$ cat src/srst_pkg.sv
// Constants shared by the software reset control block.
package srst_pkg;

   // Register map.
   localparam logic [9:0] SOFTWARE_RESET_CONTROL_OFFSET = 10'h1f8;
   localparam logic [9:0] VPHY_MM_BASE = 10'h0a0;
   localparam logic [9:0] VPHY_MM_LAST = 10'h11c;
   localparam logic [31:0] SOFTWARE_RESET_CONTROL_RESET = 32'h0000_0000;

   // Field positions in the reset control word.
   localparam int DIGITAL_RST_BIT = 0;
   localparam int PORT_ONE_RST_BIT = 1;
   localparam int PORT_TWO_RST_BIT = 2;
   localparam int VIRTUAL_PHY_RESET_BIT_BIT = 3;

   // Timing.
   localparam int CLOCK_PERIOD_NS = 8;
   localparam int PHY_RESET_MIN_NS = 102000;
   localparam int PHY_RESET_CYCLES_DEFAULT = (PHY_RESET_MIN_NS + CLOCK_PERIOD_NS - 1) / CLOCK_PERIOD_NS;
   localparam int DIGITAL_RESET_CYCLES = 16;
   localparam int DIG_CNT_W = 5;

   // Management addresses of the three PHYs.
   localparam logic [4:0] VPHY_MGMT_ADDR = 5'h00;
   localparam logic [4:0] PORT_ONE_MGMT_ADDR = 5'h01;
   localparam logic [4:0] PORT_TWO_MGMT_ADDR = 5'h02;

   // One-hot PHY select positions.
   localparam int SEL_VPHY = 0;
   localparam int SEL_PORT_ONE = 1;
   localparam int SEL_PORT_TWO = 2;

   // Read data for an address that no PHY answers.
   localparam logic [15:0] MGMT_IDLE_DATA = 16'hffff;

   // Digital reset sequence.
   typedef enum logic [2:0] {
      DIG_IDLE = 3'b001,
      DIG_HOLD = 3'b010,
      DIG_DONE = 3'b100
   } srst_dig_state_t;

endpackage

$ cat src/srst_reset_timer.sv
// Reset pulse stretcher that holds its output for a fixed number of cycles.
`timescale 1ns/100ps
module srst_reset_timer
   import srst_pkg::*;
#(
   parameter int CYCLES = 1
) (
   // Clock and reset.
   input wire logic clock,
   input wire logic rst_sync_b,
   // Control.
   input wire logic start,
   // Status.
   output logic hold,
   output logic done
);

   localparam int W = $clog2(CYCLES + 1);

   typedef struct packed {
      logic [W-1:0] cnt;
      logic hold;
   } srst_timer_state_t;

   srst_timer_state_t r;
   srst_timer_state_t n;

   always_comb begin
      n = r;
      if (r.hold) begin
         if (r.cnt == W'(CYCLES - 1)) begin
            n.hold = 1'b0;
            n.cnt = '0;
         end else begin
            n.cnt = r.cnt + W'(1);
         end
      end else if (start) begin
         n.hold = 1'b1;
         n.cnt = '0;
      end
   end

   always_ff @(posedge clock or negedge rst_sync_b) begin
      if (!rst_sync_b) begin
         r <= '0;
      end else begin
         r <= n;
      end
   end

   assign hold = r.hold;
   // Done marks the last held cycle, so the owner clears its bit at the edge that ends the hold.
   assign done = r.hold & (r.cnt == W'(CYCLES - 1));

endmodule

$ cat src/srst_mgmt_router.sv
// Routes clause-22 management requests to the PHY at the matching address.
`timescale 1ns/100ps
module srst_mgmt_router
   import srst_pkg::*;
(
   // Clock and reset.
   input wire logic clock,
   input wire logic rst_sync_b,
   // Request.
   input wire logic req,
   input wire logic req_tag,
   input wire logic req_wr,
   input wire logic [4:0] req_phy_addr,
   input wire logic [4:0] req_reg_idx,
   input wire logic [15:0] req_wdata,
   // PHY register ports.
   output logic [2:0] phy_sel,
   output logic phy_wr,
   output logic [4:0] phy_idx,
   output logic [15:0] phy_wdata,
   input wire logic [15:0] port_one_rdata,
   input wire logic [15:0] port_two_rdata,
   input wire logic [15:0] vphy_rdata,
   // Answer.
   output logic ack,
   output logic ack_tag,
   output logic [15:0] rdata
);

   typedef struct packed {
      logic [2:0] sel;
      logic wr;
      logic [4:0] idx;
      logic [15:0] wdata;
      logic pend;
      logic pend_tag;
      logic ack;
      logic ack_tag;
      logic [15:0] rdata;
   } srst_router_state_t;

   srst_router_state_t r;
   srst_router_state_t n;

   always_comb begin
      n = r;
      n.ack = r.pend;
      n.ack_tag = r.pend_tag;
      n.rdata = MGMT_IDLE_DATA;
      unique case (1'b1)
         r.sel[SEL_VPHY]: n.rdata = vphy_rdata;
         r.sel[SEL_PORT_ONE]: n.rdata = port_one_rdata;
         r.sel[SEL_PORT_TWO]: n.rdata = port_two_rdata;
         default: n.rdata = MGMT_IDLE_DATA;
      endcase
      n.pend = req;
      n.pend_tag = req_tag;
      n.wr = req & req_wr;
      n.idx = req_reg_idx;
      n.wdata = req_wdata;
      n.sel = 3'h0;
      if (req) begin
         n.sel[SEL_VPHY] = (req_phy_addr == VPHY_MGMT_ADDR);
         n.sel[SEL_PORT_ONE] = (req_phy_addr == PORT_ONE_MGMT_ADDR);
         n.sel[SEL_PORT_TWO] = (req_phy_addr == PORT_TWO_MGMT_ADDR);
      end
   end

   always_ff @(posedge clock or negedge rst_sync_b) begin
      if (!rst_sync_b) begin
         r <= '0;
      end else begin
         r <= n;
      end
   end

   assign phy_sel = r.sel;
   assign phy_wr = r.wr;
   assign phy_idx = r.idx;
   assign phy_wdata = r.wdata;
   assign ack = r.ack;
   assign ack_tag = r.ack_tag;
   assign rdata = r.rdata;

endmodule

$ cat src/srst_reset_control.sv
// Software reset control register with PHY reset timing and management routing.
`timescale 1ns/100ps
module srst_reset_control
   import srst_pkg::*;
#(
   parameter int PHY_RESET_CYCLES = PHY_RESET_CYCLES_DEFAULT
) (
   // Clock and reset.
   input wire logic clock,
   input wire logic rst_b,
   // Host register access.
   input wire logic reg_rd,
   input wire logic reg_wr,
   input wire logic [9:0] reg_addr,
   input wire logic [31:0] reg_wdata,
   input wire logic reg_from_eeprom,
   input wire logic extended_serial_management_mode,
   input wire logic reg_half_hi,
   output logic reg_ack,
   output logic [31:0] reg_rdata,
   output logic reg_rdata_valid,
   // Serial management of the PHYs.
   input wire logic mgmt_req,
   input wire logic mgmt_wr,
   input wire logic [4:0] mgmt_phy_addr,
   input wire logic [4:0] mgmt_reg_idx,
   input wire logic [15:0] mgmt_wdata,
   output logic mgmt_ready,
   output logic mgmt_ack,
   output logic [15:0] mgmt_rdata,
   // PHY register ports.
   output logic [2:0] phy_sel,
   output logic phy_wr,
   output logic [4:0] phy_idx,
   output logic [15:0] phy_wdata,
   input wire logic [15:0] port_one_rdata,
   input wire logic [15:0] port_two_rdata,
   input wire logic [15:0] vphy_rdata,
   // Reset outputs and status.
   input wire logic vphy_in_reset,
   output logic port_one_phy_reset,
   output logic port_two_phy_reset,
   output logic vphy_reset,
   output logic chip_soft_reset,
   output logic eeprom_abort,
   output logic eeprom_reload
);

   typedef struct packed {
      logic virtual_phy_reset_bit;
      logic vphy_seen;
      logic port_one_phy_reset_bit;
      logic port_two_phy_reset_bit;
      logic digital_reset_bit;
      srst_dig_state_t dig_state;
      logic [DIG_CNT_W-1:0] dig_cnt;
      logic abort;
      logic reload;
      logic ack;
      logic [31:0] rdata;
      logic valid;
   } srst_ctl_state_t;

   // Reset image of the whole state; every bit starts clear except dig_state, which starts in DIG_IDLE.
   localparam srst_ctl_state_t CTL_RESET = '{
      virtual_phy_reset_bit: 1'b0,
      vphy_seen: 1'b0,
      port_one_phy_reset_bit: 1'b0,
      port_two_phy_reset_bit: 1'b0,
      digital_reset_bit: 1'b0,
      dig_state: DIG_IDLE,
      dig_cnt: '0,
      abort: 1'b0,
      reload: 1'b0,
      ack: 1'b0,
      rdata: SOFTWARE_RESET_CONTROL_RESET,
      valid: 1'b0
   };

   srst_ctl_state_t r;
   srst_ctl_state_t n;

   logic rst_meta_b_r;
   logic rst_sync_b_r;

   logic ctl_hit;
   logic host_wr;
   logic vphy_hit;
   logic mm_req;
   logic [4:0] mm_idx;
   logic vphy_accept;
   logic dig_accept;
   logic [1:0] phy_start;
   logic [1:0] phy_hold;
   logic [1:0] phy_done;
   logic [1:0] phy_bits;
   logic [31:0] ctl_word;
   logic [31:0] ctl_read;
   logic rt_req;
   logic rt_tag;
   logic rt_wr;
   logic [4:0] rt_phy_addr;
   logic [4:0] rt_reg_idx;
   logic [15:0] rt_wdata;
   logic rt_ack;
   logic rt_ack_tag;
   logic [15:0] rt_rdata;
   logic reg_local;
   logic ans_valid;
   logic dig_last;

   // The reset is released through two flops so no flop sees a ragged release.
   always_ff @(posedge clock or negedge rst_b) begin
      if (!rst_b) begin
         rst_meta_b_r <= 1'b0;
         rst_sync_b_r <= 1'b0;
      end else begin
         rst_meta_b_r <= 1'b1;
         rst_sync_b_r <= rst_meta_b_r;
      end
   end

   // Address decode.
   assign ctl_hit = (reg_addr == SOFTWARE_RESET_CONTROL_OFFSET);
   assign vphy_hit = (reg_addr >= VPHY_MM_BASE) && (reg_addr <= VPHY_MM_LAST);
   // Loader writes are still answered but change no bit.
   assign host_wr = reg_wr & ctl_hit & ~reg_from_eeprom;
   // Window words are four bytes apart, so the two low address bits are dropped.
   assign mm_idx = 5'((reg_addr - VPHY_MM_BASE) >> 2);

   // A write of one is taken only while the bit is clear.
   assign vphy_accept = host_wr & reg_wdata[VIRTUAL_PHY_RESET_BIT_BIT] & ~r.virtual_phy_reset_bit;
   // The digital bit stays set through the whole sequence, so a second start cannot slip in.
   assign dig_accept = host_wr & reg_wdata[DIGITAL_RST_BIT] & ~r.digital_reset_bit;
   assign phy_bits = {r.port_two_phy_reset_bit, r.port_one_phy_reset_bit};

   // A write that sets several bits starts each of them at the same edge.
   for (genvar p = 0; p < 2; p++) begin : g_phy_start
      assign phy_start[p] = host_wr & reg_wdata[PORT_ONE_RST_BIT + p] & ~phy_bits[p];
   end

   // Each port PHY has its own hold timer.
   for (genvar g = 0; g < 2; g++) begin : g_phy_timer
      srst_reset_timer #(
         .CYCLES(PHY_RESET_CYCLES)
      ) u_timer (
         .clock(clock),
         .rst_sync_b(rst_sync_b_r),
         .start(phy_start[g]),
         .hold(phy_hold[g]),
         .done(phy_done[g])
      );
   end

   // Memory-mapped virtual PHY access shares the router with the serial port.
   assign mm_req = (reg_rd | reg_wr) & vphy_hit;
   // A serial request that meets a window access is dropped, not queued.
   assign mgmt_ready = ~mm_req;
   assign rt_req = mm_req | mgmt_req;
   // The tag steers the answer back to whichever port asked.
   assign rt_tag = mm_req;
   always_comb begin
      if (mm_req) begin
         rt_wr = reg_wr;
         rt_phy_addr = VPHY_MGMT_ADDR;
         rt_reg_idx = mm_idx;
         rt_wdata = reg_wdata[15:0];
      end else begin
         rt_wr = mgmt_wr;
         rt_phy_addr = mgmt_phy_addr;
         rt_reg_idx = mgmt_reg_idx;
         rt_wdata = mgmt_wdata;
      end
   end

   srst_mgmt_router u_router (
      .clock(clock),
      .rst_sync_b(rst_sync_b_r),
      .req(rt_req),
      .req_tag(rt_tag),
      .req_wr(rt_wr),
      .req_phy_addr(rt_phy_addr),
      .req_reg_idx(rt_reg_idx),
      .req_wdata(rt_wdata),
      .phy_sel(phy_sel),
      .phy_wr(phy_wr),
      .phy_idx(phy_idx),
      .phy_wdata(phy_wdata),
      .port_one_rdata(port_one_rdata),
      .port_two_rdata(port_two_rdata),
      .vphy_rdata(vphy_rdata),
      .ack(rt_ack),
      .ack_tag(rt_ack_tag),
      .rdata(rt_rdata)
   );

   // Reserved bits read as zero.
   always_comb begin
      ctl_word = 32'h0000_0000;
      ctl_word[DIGITAL_RST_BIT] = r.digital_reset_bit;
      ctl_word[PORT_ONE_RST_BIT] = r.port_one_phy_reset_bit;
      ctl_word[PORT_TWO_RST_BIT] = r.port_two_phy_reset_bit;
      ctl_word[VIRTUAL_PHY_RESET_BIT_BIT] = r.virtual_phy_reset_bit;
   end

   // Either half can be fetched alone; no pairing latch is kept.
   always_comb begin
      if (extended_serial_management_mode & reg_half_hi) begin
         ctl_read = {16'h0000, ctl_word[31:16]};
      end else begin
         ctl_read = ctl_word;
      end
   end

   // Register accesses outside the window are answered by this block itself.
   assign reg_local = (reg_rd | reg_wr) & ~vphy_hit;
   // Data fetched while the chip is held in digital reset is flagged, not withheld.
   assign ans_valid = (r.dig_state != DIG_HOLD);
   assign dig_last = (r.dig_cnt == DIG_CNT_W'(DIGITAL_RESET_CYCLES - 1));

   always_comb begin
      n = r;
      n.abort = 1'b0;
      n.reload = 1'b0;

      // Register read answers, never gated by device readiness.
      n.ack = 1'b0;
      n.valid = 1'b0;
      if (reg_local) begin
         n.ack = 1'b1;
         n.rdata = (reg_rd & ctl_hit) ? ctl_read : 32'h0000_0000;
         n.valid = ans_valid;
      // Window answers come back through the router two edges after the request.
      end else if (rt_ack & rt_ack_tag) begin
         n.ack = 1'b1;
         n.rdata = {16'h0000, rt_rdata};
         n.valid = ans_valid;
      end

      // Virtual PHY: hold reset until it reports reset, then wait for release.
      if (vphy_accept) begin
         n.virtual_phy_reset_bit = 1'b1;
         n.vphy_seen = 1'b0;
      end else if (r.virtual_phy_reset_bit) begin
         if (vphy_in_reset) begin
            n.vphy_seen = 1'b1;
         end else if (r.vphy_seen) begin
            n.virtual_phy_reset_bit = 1'b0;
            n.vphy_seen = 1'b0;
         end
      end

      // Port PHY bits follow their timers.
      if (phy_start[0]) begin
         n.port_one_phy_reset_bit = 1'b1;
      end else if (phy_done[0]) begin
         n.port_one_phy_reset_bit = 1'b0;
      end

      // The two timers run apart, so both ports may be in reset at once.
      if (phy_start[1]) begin
         n.port_two_phy_reset_bit = 1'b1;
      end else if (phy_done[1]) begin
         n.port_two_phy_reset_bit = 1'b0;
      end

      // Digital reset sequence; the PHY bits and timers are not touched.
      unique case (r.dig_state)
         DIG_IDLE: begin
            if (dig_accept) begin
               n.digital_reset_bit = 1'b1;
               n.dig_state = DIG_HOLD;
               n.dig_cnt = '0;
               // The loader is told to stop at the same edge the hold begins.
               n.abort = 1'b1;
            end
         end
         DIG_HOLD: begin
            if (dig_last) begin
               n.dig_state = DIG_DONE;
            end else begin
               n.dig_cnt = r.dig_cnt + DIG_CNT_W'(1);
            end
         end
         DIG_DONE: begin
            // The bit drops and the reload starts once the hold has ended.
            n.digital_reset_bit = 1'b0;
            n.reload = 1'b1;
            n.dig_state = DIG_IDLE;
         end
         default: begin
            n.dig_state = DIG_IDLE;
            n.digital_reset_bit = 1'b0;
         end
      endcase
   end

   // This block sits outside its own digital reset; only the pin reset clears it.
   always_ff @(posedge clock or negedge rst_sync_b_r) begin
      if (!rst_sync_b_r) begin
         r <= CTL_RESET;
      end else begin
         r <= n;
      end
   end

   // Outputs.
   assign reg_ack = r.ack;
   assign reg_rdata = r.rdata;
   assign reg_rdata_valid = r.valid;
   // Serial answers are the router answers not tagged as window traffic.
   assign mgmt_ack = rt_ack & ~rt_ack_tag;
   assign mgmt_rdata = rt_rdata;
   assign port_one_phy_reset = phy_hold[0];
   assign port_two_phy_reset = phy_hold[1];
   assign vphy_reset = r.virtual_phy_reset_bit & ~r.vphy_seen;
   // Downstream CSRs clear on this level; survives_soft_reset_type bits ignore it.
   assign chip_soft_reset = r.dig_state[1];
   assign eeprom_abort = r.abort;
   assign eeprom_reload = r.reload;

endmodule

$ cat config.mk
export PLATFORM = sky130hd
export DESIGN_NAME = srst_reset_control
export DESIGN_NICKNAME = d
export VERILOG_FILES = /design/src/srst_pkg.sv /design/src/srst_reset_timer.sv /design/src/srst_mgmt_router.sv /design/src/srst_reset_control.sv
export SDC_FILE = /design/constraint.sdc
export NUM_CORES = 1
export LEC_CHECK = 0
export BUFFER_PORTS_ARGS = -buffer_cell sky130_fd_sc_hd__clkbuf_2
export CAP_MARGIN = 20
export CORE_MARGIN = 2
export CORE_UTILIZATION = 30
export DETAILED_ROUTE_END_ITERATION = 10
export MAX_ROUTING_LAYER = met4
export PLACE_DENSITY = 0.68
export REMOVE_ABC_BUFFERS = 1
export SLEW_MARGIN = 20
export SYNTH_ARGS = -nofsm -noshare
export SYNTH_HDL_FRONTEND = slang
export SYNTH_HIERARCHICAL = 1
export SYNTH_SLANG_ARGS = --single-unit
$ cat constraint.sdc
create_clock -name clock -period 3.4 [get_ports clock]
set_clock_uncertainty 0.2 [all_clocks]
set_input_delay 0 -clock clock [delete_from_list [all_inputs] [get_ports clock]]
set_output_delay 0 -clock clock [all_outputs]
set_load 0.01 [all_outputs]
# Word-level counts from Yosys, hierarchy flattened
# Index checks and enable logic that the tools add are counted.
classes:
  addsub: 4
  n_mux: 35
  eq_ne: 13
  n_lt_le_gt_ge: 2
  bitwise_logic: 32
  reduce_logical: 12
op_table:
  columns: ["op", "count"]
  rows:
  - ["$mux W34", 2]
  - ["$mux W15", 4]
  - ["$pmux W16 S3", 1]
  - ["$add A14 B1 Y14 const B", 2]
  - ["$eq A14 B14 Y1 const B", 2]
  - ["$mux W14", 2]
  - ["$and A1 B1 Y1", 20]
  - ["$mux W16", 1]
  - ["$mux W5", 3]
  - ["$reduce_bool A2 Y1", 7]
  - ["$mux W1", 11]
  - ["$eq A10 B9 Y1 const B", 1]
  - ["$ge A10 B8 Y1 const B", 1]
  - ["$le A10 B9 Y1 const B", 1]
  - ["$mux W10", 1]
  - ["$not A1 Y1", 10]
  - ["$pmux W5 S2", 1]
  - ["$mux W4", 2]
  - ["$sub A7 B6 Y7 const B", 1]
  - ["$mux W2", 3]
  - ["$mux W3", 2]
  - ["$ne A2 B2 Y1 const B", 3]
  - ["$pmux W3 S2", 1]
  - ["$add A5 B1 Y5 const B", 1]
  - ["13 further kinds", 15]
totals:
  regBits: 126
  input_bits: 126

# Longest topological paths before layout
logic_depth:
  ltp_word: 7
  mapped_depth: 8
  mapped_depth_nobuf: 7

# Hierarchy
# The synthesis kept the hierarchy.
modules_own_cells:
  columns: ["mod", "instances", "area_per_inst_um2", "cells_per_inst", "seq_area_each_um2"]
  rows:
  - ["srst_reset_control", 1, 2257.2, 239, 877.1]
  - ["srst_reset_timer", 2, 840.8, 91, 375.4]
  - ["srst_mgmt_router", 1, 1447.6, 91, 1126.1]

# Worst setup path after synthesis
# No wires, ideal clock.
synth_path:
  path_type: "input to register"
  startpoint: "input reg_addr[6]"
  endpoint: "register u_router.r, in the netlist u_router/phy_sel[1]"
  arrival_time_ns: 1.922
  required_ns: 3.112
  setup_time_ns: 0.088
  slack_ns: 1.190
  stages: 8
  path_cell_list: "or4b_1 o21ai_2 nand3b_1 buf_4 buf_6 and2_1 or4b_1 nor3b_1"
synth_rtl:
  columns: ["element", "line_no", "rtl"]
  rows:
  - ["start: declaration", "srst_reset_control.sv:14", "input wire logic [9:0] reg_addr,"]
  - ["end signal: assignment", "srst_mgmt_router.sv:73", "r <= n;"]
  - ["end: declaration", "srst_mgmt_router.sv:42", "srst_router_state_t r;"]

==> results_dict.tcl <==
set metrics [dict create \
    first_pass_iters 9 \
    rsz0062_at_grt "no" \
    hold_class "input pin to register" \
    yosysTopAreaCell "dfrtp_1" \
    path_class "input pin to register" \
    gr-total-overflow 0 \
    syn_area_um2 5390 \
    numCtsBuffers 9 \
    num_vias 4804 \
    grt_pass1_vias 4633 \
    ys_seq_area_frac 0.511 \
    io_pins 209 \
    placed_area_um2 6230 \
    drcViolationCount 0 \
    nFillCells 1705 \
    layout_commonest_cell "clkbuf_2" \
    ys_warn_count 6 \
    port_buffers 176 \
    cts_tree "done" \
    die-area_um2 19000 \
    cts_resized 0 \
    finalPower_mw 3.02 \
    cts.sinks 110 \
    arrival_ns 2.93 \
    grt_max_degree 60 \
    hpwl_um 9780 \
    synth_top_area_frac 0.506 \
    reg2reg_slack_ns 1.08 \
    worst_pin_slew_ns 0.899 \
    avgViaCountPerCell 4.89 \
    synth_top_family_by_area "simple AND/OR/NAND/NOR gates" \
    place_congestion 0.867 \
    nets 884 \
    die_h_um 138 \
    multi_input_area_um2 2240 \
    synthCells 512 \
    place_ws_ns 0.698 \
    max-vdd-ir-drop_mv 0.219 \
    synthArstFlopShare 1.00 \
    slew_violations 0 \
    cp-end-kind "register" \
    synthAdderAreaFrac 0.0139 \
    ff2ff_path_depth 4 \
    final_cell_mix "clkbuf_2 (176), dfrtp_1 (108), dlygate4sd3_1 (91)" \
    design_area_um2 7410 \
    n_antenna_cell 0 \
    grt_antenna_before_repair 0 \
    setup_ws_ns 0.535 \
    p_leak_nw 3.35 \
    fp.dieW_um 138 \
    synthFlopType "dfrtp_1" \
    muxShareOfSynthArea 0.0555 \
    htreeDepth 3 \
    start_util 0.309 \
    clk_latency_ns 0.35 \
    drt_first_iter_violations 364 \
    layout-drive-gt1-share 0.312 \
    r2r-end "g_phy_timer[0].u_timer/r[6]" \
    root_buffer "clkbuf_16" \
    crit_start "reg_addr[1]" \
    routedWlPerCell_um 15.0 \
    groute.usage.overall 0.162 \
    postSynthAreaPerCell_um2 10.5 \
    synth_simple_gate_area_share 0.176 \
    startpoint_type "input pin" \
    cts_setup_buffers 0 \
    clk_pin_slew_ns 0.07 \
    rows 48 \
    ys_ff_latch 110 \
    relSlewSlack 0.400 \
    synth_edf_count 0 \
    grt_pass1_wl_um 23100 \
    final-setup-viol-count 0 \
    yosys-top-cells-area "dfrtp_1 (51%), nand2_1 (4.9%), buf_4 (4.6%), mux2_2 (4.0%), a222oi_1 (3.0%)" \
    dp_cells 875 \
    drt-total-wl_um 14700 \
    cp-endpoint "u_router/phy_sel[1]" \
    worstPathMaxFanout 21 \
    ys_types 62 \
    finalHoldViolations 0 \
    required_ns 3.46 \
    regArea_um2 2760 \
    power_density_nw_per_um2 408 \
    core_area_um2 17400 \
    route.antenna.remaining_nets 0 \
    clock.fmax_mhz 349 \
    min_period_ns 2.87 \
    outcome "completed" \
    maxCapViolCount 0 \
    finalCritPeriodShare 0.843 \
    synth-xor-area-share 0.00650 \
    area_delta_synth_final_pct 37.6 \
    r2r-start "g_phy_timer[0].u_timer/r[11]" \
    synth_compound_area_frac 0.151 \
    holdWs_ns 0.0629 \
    final_cell_count_no_fill 982 \
    cts_max_path_buffers 2 \
]
## state kept, by name (all words and copies together) (netlist names), 2 cells and up
signal and cells:
g_phy_timer.u_timer/r 28, reg_rdata 16, ctl_word 4, g_phy_timer.u_timer/hold 2, r 8, u_router/rdata 16, u_router/phy_idx 5, u_router/phy_wdata 16
u_router/phy_sel 3, u_router/n 2
## report_power, final
part	internal, mW	switching [mW]
clock	0.500	0.490
sequential	1.40	0.114
combinational	0.261	0.255
total	2.16	0.859
## cells by family (layout without fill, tap and decap cells)
kind of cell,after synthesis,in the layout
buf+inv,70,300
xor+xnor,4,4
mux,27,27
compound gates,120,120
flops,110,110
simple gates,173,173
fa+ha+maj,6,6
other cells,2,17
## synth_stat cells (3+ instances only)
cell,number
and2_1,9
nand3_1,9
a41oi_1,5
a222oi_1,16
nand4_1,8
clkbuf_1,11
dfrtp_1,109
nor4_1,8
nor2_1,15
o31ai_1,3
or2b_1,6
buf_4,33
or2_2,5
nor2b_1,3
nor3_1,7
inv_1,13
ha_1,6
mux2_2,19
nor3b_1,6
o21ai_0,24
nand2_1,70
xnor2_1,3
buf_6,9
a21oi_1,31
mux2i_1,7
and3_1,3
or4b_1,4
a21o_1,6
a31oi_1,16
a31o_2,4
## layer usage
layer,up-vias,part of all wire,global-route usage,routed length (um)
li1,2283,-,-,-
met1,2291,0.43,0.194,6360
met2,198,0.48,0.261,7090
met3,32,0.060,0.0450,881
met4,0,0.028,0.0590,410
met5,-,0,-,0
## worst max-delay path: stages
cell           delay, ns
clkbuf_2            0.10
or2_2               0.29
a41oi_1             0.41
nand3b_1            0.35
buf_4               0.36
nand2b_1            0.13
or4b_1              0.47
dlygate4sd3_1       0.58
nor3b_1             0.21
## through the flow
step,setup TNS (ns),utilization
floorplan,-9.58,-
global placement,0,0.358
detailed placement,0,0.358
finish,0,0.426
CTS,0,0.426
global route,0,0.426
## area by class of cell
class                   count  area share
flip-flops and latches    110       0.372
multi-input cells         347       0.302
repair buffers            271       0.246
well taps                 225      0.0380
clock buffers              11      0.0314
inverters                  13     0.00658
clock inverters             5     0.00473
## worst min-delay path by stage
stage / startpoint / end / slack (ns) / cells past startpoint
after floorplan: rst_b / rst_meta_b_r / -0.50 / 0
after global placement: rst_b / rst_meta_b_r / -0.41 / 1
after detailed placement: rst_b / rst_meta_b_r / -0.41 / 1
after CTS: reg_half_hi / reg_rdata[0] / 0.05 / 5
after global routing: reg_rd / reg_rdata[12] / 0.09 / 4
final: reg_addr[9] / u_router/n[16] / 0.06 / 4
## what timing repair did
action / CTS / global route
hold buffers: 91 / 0
setup endpoints to repair: 0 / 0
hold endpoints to repair: 57 / 0
No activity file was read; power rests on OpenSTA's default activity.
